<file path="src/rtl/ccr_pkg.sv">
// constants and carriers for the core control and interrupt control one registers
// assumes a plain register port with read data one cycle after the read strobe
package ccr_pkg;
	timeunit 1ns;
	timeprecision 1ps;

	// ----------------------------------------------------------------
	// register map
	// ----------------------------------------------------------------
	localparam logic [3:0]  ccr_addr_core_control  = 4'h0;
	localparam logic [3:0]  ccr_addr_intcon_one    = 4'h1;
	localparam logic [3:0]  ccr_addr_status        = 4'h2;

	// ----------------------------------------------------------------
	// field positions
	// ----------------------------------------------------------------
	localparam int          ccr_bit_var_latency    = 15;
	localparam int          ccr_bit_prio_flag      = 3;
	localparam int          ccr_bit_nest_disable   = 15;
	localparam int          ccr_lsb_lower_prio     = 5;
	localparam int          ccr_bit_core_unused    = 14;
	localparam int          ccr_bit_intcon_unused  = 0;

	// ----------------------------------------------------------------
	// reset values and masks
	// ----------------------------------------------------------------
	localparam logic [15:0] ccr_core_reset         = 16'h0020;
	localparam logic [15:0] ccr_intcon_reset       = 16'h0000;
	localparam logic [15:0] ccr_status_reset       = 16'h0000;
	// software-writable bits; bit 14, the depth field, the flag and bit 2 are out
	localparam logic [15:0] ccr_core_wmask         = 16'hb8f3;
	// bit 0 unimplemented
	localparam logic [15:0] ccr_intcon_wmask       = 16'hfffe;
	localparam logic [2:0]  ccr_prio_seven         = 3'h7;

	typedef struct packed
	{
		logic [3:0]  addr;
		logic [15:0] wdata;
		logic        wr;
		logic        rd;
	} ccr_req_type;

endpackage : ccr_pkg

</file>
<file path="src/rtl/ccr_regs.sv">
// core control and interrupt control one registers with priority level
// assumes all inputs are on core_clk; cpu_prio_level is driven by the cpu core
//
// Functional notes
// - top core bit selects variable latency
// - flag set when priority exceeds seven
// - level is flag above lower bits
// - unimplemented bits read as zero
// - reset all zero, saturation enable one
// - flag set disables user interrupts
// - nesting disable locks lower priority bits
//
// The implementer's own choices: the address-and-strobe port and the address map.
module ccr_regs
	import ccr_pkg::*;
(
	input  wire logic        core_clk,
	input  wire logic        nrst,
	input  wire logic        clk_en,
	input  wire ccr_req_type bus_req,
	output logic [15:0]      rdata,
	input  wire logic [3:0]  cpu_prio_level,
	output logic             var_latency,
	output logic [3:0]       cpu_priority,
	output logic             user_int_disable,
	output logic             lower_prio_lock
);
	timeunit 1ns;
	timeprecision 1ps;

	// ----------------------------------------------------------------
	// register state
	// ----------------------------------------------------------------
	logic [15:0] core_control_reg;
	logic [15:0] core_control_next;
	logic [15:0] intcon_one_reg;
	logic [15:0] intcon_one_next;
	logic [2:0]  lower_prio_reg;
	logic [2:0]  lower_prio_next;
	logic [15:0] rdata_reg;
	logic [15:0] rdata_next;
	logic        var_reg;
	logic        var_next;
	logic [3:0]  prio_reg;
	logic [3:0]  prio_next;
	logic        uid_reg;
	logic        uid_next;
	logic        lock_reg;
	logic        lock_next;
	logic        flag;

	// ----------------------------------------------------------------
	// decoding helpers
	// ----------------------------------------------------------------
	// one address compare shared by the write and read decoders
	function automatic logic hit(input logic [3:0] a, input logic [3:0] b);
		hit = (a == b);
	endfunction

	// write strobe aimed at one register index
	function automatic logic wr_hit(input ccr_req_type req, input logic [3:0] idx);
		wr_hit = req.wr && hit(req.addr, idx);
	endfunction

	// bits inside the mask come from the bus, the rest keep their value
	function automatic logic [15:0] merge(
		input logic [15:0] old_value,
		input logic [15:0] new_value,
		input logic [15:0] mask
	);
		merge = (new_value & mask) | (old_value & ~mask);
	endfunction

	// ----------------------------------------------------------------
	// priority flag
	// ----------------------------------------------------------------
	// flag from priority
	always_comb
	begin
		flag = (cpu_prio_level > {1'b0, ccr_prio_seven});
	end

	// ----------------------------------------------------------------
	// core control register
	// ----------------------------------------------------------------
	always_comb
	begin
		core_control_next = core_control_reg;
		if (wr_hit(bus_req, ccr_addr_core_control))
		begin
			core_control_next = merge(core_control_reg, bus_req.wdata, ccr_core_wmask);
		end
		// hardware owns the flag
		// the flag follows the core on every cycle with clk_en high, so software can never mask a trap level
		core_control_next[ccr_bit_prio_flag] = flag;
		core_control_next[ccr_bit_core_unused] = 1'b0;
	end

	always_ff @(posedge core_clk)
	begin
		if (!nrst)
		begin
			core_control_reg <= ccr_core_reset;
		end
		else if (clk_en)
		begin
			core_control_reg <= core_control_next;
		end
	end

	// ----------------------------------------------------------------
	// interrupt control register one
	// ----------------------------------------------------------------
	always_comb
	begin
		intcon_one_next = intcon_one_reg;
		if (wr_hit(bus_req, ccr_addr_intcon_one))
		begin
			intcon_one_next = merge(intcon_one_reg, bus_req.wdata, ccr_intcon_wmask);
		end
		intcon_one_next[ccr_bit_intcon_unused] = 1'b0;
	end

	always_ff @(posedge core_clk)
	begin
		if (!nrst)
		begin
			intcon_one_reg <= ccr_intcon_reset;
		end
		else if (clk_en)
		begin
			intcon_one_reg <= intcon_one_next;
		end
	end

	// ----------------------------------------------------------------
	// lower priority bits
	// ----------------------------------------------------------------
	always_comb
	begin
		lower_prio_next = lower_prio_reg;
		// lock while nesting disabled
		// the lock is the stored bit, so a write that sets it bites from the next cycle
		if (wr_hit(bus_req, ccr_addr_status) && !intcon_one_reg[ccr_bit_nest_disable])
		begin
			lower_prio_next = bus_req.wdata[ccr_lsb_lower_prio +: 3];
		end
	end

	always_ff @(posedge core_clk)
	begin
		if (!nrst)
		begin
			lower_prio_reg <= ccr_status_reset[ccr_lsb_lower_prio +: 3];
		end
		else if (clk_en)
		begin
			lower_prio_reg <= lower_prio_next;
		end
	end

	// ----------------------------------------------------------------
	// read data
	// ----------------------------------------------------------------
	// zero outside the answer cycle while clk_en is high; with clk_en low rdata holds the last word, answer or not
	always_comb
	begin
		rdata_next = 16'h0000;
		if (bus_req.rd)
		begin
			case (1'b1)
				hit(bus_req.addr, ccr_addr_core_control):
				begin
					rdata_next = core_control_reg;
				end
				hit(bus_req.addr, ccr_addr_intcon_one):
				begin
					rdata_next = intcon_one_reg;
				end
				hit(bus_req.addr, ccr_addr_status):
				begin
					rdata_next[ccr_lsb_lower_prio +: 3] = lower_prio_reg;
				end
				default:
				begin
					rdata_next = 16'h0000;
				end
			endcase
		end
	end

	always_ff @(posedge core_clk)
	begin
		if (!nrst)
		begin
			rdata_reg <= 16'h0000;
		end
		else if (clk_en)
		begin
			rdata_reg <= rdata_next;
		end
	end

	// ----------------------------------------------------------------
	// registered outputs
	// ----------------------------------------------------------------
	// flops give the core clean levels at the cost of one cycle behind the registers
	always_comb
	begin
		var_next  = core_control_reg[ccr_bit_var_latency];
		prio_next = {core_control_reg[ccr_bit_prio_flag], lower_prio_reg};
		uid_next  = core_control_reg[ccr_bit_prio_flag];
		lock_next = intcon_one_reg[ccr_bit_nest_disable];
	end

	always_ff @(posedge core_clk)
	begin
		if (!nrst)
		begin
			var_reg  <= 1'b0;
			prio_reg <= 4'h0;
			uid_reg  <= 1'b0;
			lock_reg <= 1'b0;
		end
		else if (clk_en)
		begin
			var_reg  <= var_next;
			prio_reg <= prio_next;
			uid_reg  <= uid_next;
			lock_reg <= lock_next;
		end
	end

	assign rdata            = rdata_reg;
	assign var_latency      = var_reg;
	assign cpu_priority     = prio_reg;
	assign user_int_disable = uid_reg;
	assign lower_prio_lock  = lock_reg;

endmodule // ccr_regs

</file>
<file path="config.mk">
export PLATFORM = sky130hd
export DESIGN_NAME = ccr_regs
export DESIGN_NICKNAME = d
export VERILOG_FILES = /design/src/rtl/ccr_pkg.sv /design/src/rtl/ccr_regs.sv
export SDC_FILE = /design/constraint.sdc
export NUM_CORES = 1
export LEC_CHECK = 0
export BUFFER_PORTS_ARGS = -buffer_cell sky130_fd_sc_hd__buf_2
export CAP_MARGIN = 10
export CELL_PAD_IN_SITES_DETAIL_PLACEMENT = 0
export CELL_PAD_IN_SITES_GLOBAL_PLACEMENT = 2
export CORE_ASPECT_RATIO = 0.6
export CORE_MARGIN = 10
export CORE_UTILIZATION = 35
export CTS_BUF_LIST = sky130_fd_sc_hd__clkbuf_8
export CTS_CLUSTER_SIZE = 28
export DETAILED_ROUTE_END_ITERATION = 12
export GPL_ROUTABILITY_DRIVEN = 0
export GPL_TIMING_DRIVEN = 0
export HOLD_SLACK_MARGIN = 0.12
export PLACE_DENSITY = 0.91
export SLEW_MARGIN = 15
export SYNTH_ARGS = -nofsm -noshare
export SYNTH_HDL_FRONTEND = slang
export SYNTH_SLANG_ARGS = --single-unit
</file>
<file path="constraint.sdc">
create_clock -name core_clk -period 2.9 [get_ports core_clk]
set_clock_uncertainty 0.15 [all_clocks]
set_input_delay 0.435 -clock core_clk [delete_from_list [all_inputs] [get_ports core_clk]]
set_output_delay 0.435 -clock core_clk [all_outputs]
set_load 0.02 [all_outputs]
</file>
==> flow_metrics.tcl <==
set metrics [dict create \
    worst_path_largest_cell_delay_ns 0.44 \
    ys_warn_count 0 \
    ys_types 31 \
    grt_max_degree 17 \
    pwr-share-seq_pct 56.0 \
    power.total_uw 1260 \
    clock_tree.buffer_depth 2 \
    crit_slowest_cell "nor4b_1" \
    finalMaxSlewViolations 0 \
    fin_cells 377 \
    hold_violations 0 \
    cts_tree "yes" \
    clk_pin_slew_worst_paths_ns 0.09 \
    synth_area_per_cell_um2 8.76 \
    hold_start "nrst" \
    r2r-end "lower_prio_reg[0]" \
    fp-row-count 21 \
    end_kind "flop" \
    antenna_found_initial 0 \
    syn_nets 271 \
    ir_worst_vdd_v 0.000188 \
    cp.arrival_ns 1.85 \
    dieHeight_um 80.3 \
    comb_power_share_pct 8.8 \
    sw_frac_of_total_pct 25.9 \
    max_cap_violations 0 \
    seq_area_um2 1020 \
    clock_sinks 51 \
    worst_slew_pin_slew_ns 0.707 \
    synth_area_leaders "dfxtp_1 (48%), a21oi_1 (7.8%), nand3_1 (6.8%)" \
    nNetsFinal 325 \
    startpoint "bus_req[19]" \
    coreArea_um2 5730 \
    synth.most_common_cell "dfxtp_1" \
    post_cts_resized 0 \
    ys_seq_area_share_pct 48.1 \
    r2r_slack_ns 1.42 \
    setup_viol 0 \
    io_buffers 47 \
    grt_pass1_vias 1935 \
    syn_to_final_growth_pct 20.5 \
    synthArstFlopShare_pct 0 \
    critPathBufInv 3 \
    postCtsSetupBuffers 0 \
    drt_drc_violations_left 0 \
    wirelength_um 6420 \
    globalRouteTotalUtil_pct 13.2 \
    finalSetupTns_ns 0 \
    viasPerCell 5.35 \
    fill_cells 615 \
    hp-class "input pin to flop" \
    numCtsBuffers 5 \
    max_freq_mhz 567 \
    p_int_uw 937 \
    critical_path.most_common_cell "buf_2" \
    hold_depth 2 \
    grt_pass1_wl_um 10300 \
    crit_chain "buf_2, nor4b_1, buf_2, buf_4, nand3_1, a21oi_1" \
    die_area_um2 9680 \
    syn_area_um2 2120 \
    multiInputGateArea_um2 946 \
    p_leak_uw 0.000996 \
    ys.flop_type "dfxtp_1" \
    drive_gt1_share_pct 24.9 \
    clockRootBuffer "clkbuf_8" \
    synth_top_cell_by_area "dfxtp_1" \
    switchingPower_uw 327 \
    path_max_fanout 10 \
    fin_crit_sh_pct 60.8 \
    synth_commonest_cells "dfxtp_1 (51), a21oi_1 (33), nand3_1 (29), o21ai_1 (25), nor2_1 (15)" \
    ant_nets 0 \
    wl_per_cell_um 17.0 \
    synth-edff-count 0 \
    hpwlAfterDp_um 4710 \
    die_x_um 120 \
    vias 2018 \
    ys_seq_elements 51 \
    dpl.cell_count 369 \
    netlist_instances 242 \
    ios 52 \
    rr_worst_depth 3 \
    relSlewSlack_pct 52.4 \
    cts.htree.levels 2 \
    n_antenna_cell 0 \
    initialDrtViolationCount 145 \
    period_needed_ns 1.76 \
    rsz0062_at_grt "no" \
    crit_type "input pin to flop" \
    hold_buffers 0 \
    cp-start-kind "input pin" \
    worstPathRequired_ns 2.99 \
    first_pass_iters 5 \
    holdPathEnd "core_control_reg[5]" \
    largest_register_ffs 16 \
    status "finished clean" \
    r2r_start "intcon_one_reg[15]" \
    start_util_pct 37.0 \
    powerDensity_nw_per_um2 495 \
    synth_top_area_share_pct 48.1 \
    clk_latency_ns 0.31 \
    gr-total-overflow 0 \
    cp_top_family "buffers and inverters" \
    pwr-share-clk_pct 35.2 \
]
## layer usage
| layer | GRT usage (%) | vias up | part of all wire [%] | wire length, um |
|---|---|---|---|---|
| li1 | - | 983 | - | - |
| met1 | 19.5 | 950 | 52 | 3340 |
| met2 | 17.8 | 78 | 38 | 2450 |
| met3 | 4.26 | 7 | 9.1 | 581 |
| met4 | 2.88 | 0 | 0.72 | 46 |
| met5 | 0 | - | 0 | 0 |
## worst max path at each step
stage,slack [ns],to,depth (start not counted)
after floorplan,1.21,intcon_one_reg[10],5
after CTS,1.12,intcon_one_reg[8],6
after detailed placement,0.82,intcon_one_reg[8],6
after global routing,1.02,core_control_reg[11],6
after global placement,0.87,intcon_one_reg[9],6
final,1.14,intcon_one_reg[9],6
## power groups by stage
stage	logic, uW	clock network [uW]	registers, uW
final	111	445	707
after global routing	121	487	708
after CTS	110	454	707
after detailed placement	109	0	724
after global placement	109	0	724
after floorplan	58.8	0	724
## cell families after synthesis
| group | Yosys count | synth area share (%) |
|---|---|---|
| AO/OA/AOI/OAI | 74 | 19.9 |
| AND/OR/NAND/NOR | 71 | 17.6 |
| flip-flops | 51 | 48.1 |
| buffers and inverters | 32 | 7.26 |
| multiplexers | 14 | 7.02 |
## cell usage in the layout, fill, tap and decap left out, types with 2 or more instances in the layout
cell | netlist | layout
buf_2 | 6 | 53
dfxtp_1 | 51 | 51
a21oi_1 | 33 | 33
nand3_1 | 29 | 29
o21ai_1 | 25 | 25
nor2_1 | 15 | 15
clkbuf_1 | 12 | 12
inv_1 | 8 | 8
mux2i_1 | 7 | 7
nand2_1 | 7 | 7
mux2_2 | 7 | 7
a32oi_1 | 7 | 7
clkbuf_8 | 0 | 6
nand4_1 | 5 | 5
nand2b_1 | 4 | 4
buf_4 | 3 | 3
o21ai_0 | 3 | 3
a222oi_1 | 3 | 3
a22o_1 | 3 | 3
buf_6 | 2 | 2
## final cells by class
cell class / count / area share (%)
inverter: 8 / 1.18
buffer: 24 / 4.85
sequential: 51 / 40.0
timing repair buffer: 47 / 9.21
tap: 80 / 3.92
multi-input combinational: 159 / 37.0
clock inverter: 2 / 0.637
clock buffer: 6 / 3.23
## through the flow
step / hold WS (ns) / setup slack (ns) / cell area, um^2 / util (%)
after detailed placement: 0.303 / 0.819 / 2460 / 42.9
after global placement: 0.301 / 0.868 / 2460 / 42.9
final: 0.182 / 1.14 / 2550 / 44.6
after global routing: 0.175 / 1.02 / 2550 / 44.6
after floorplan: 0.299 / 1.21 / 2120 / -
after CTS: 0.178 / 1.12 / 2550 / 44.6
No activity file was read; power rests on OpenSTA's default activity.
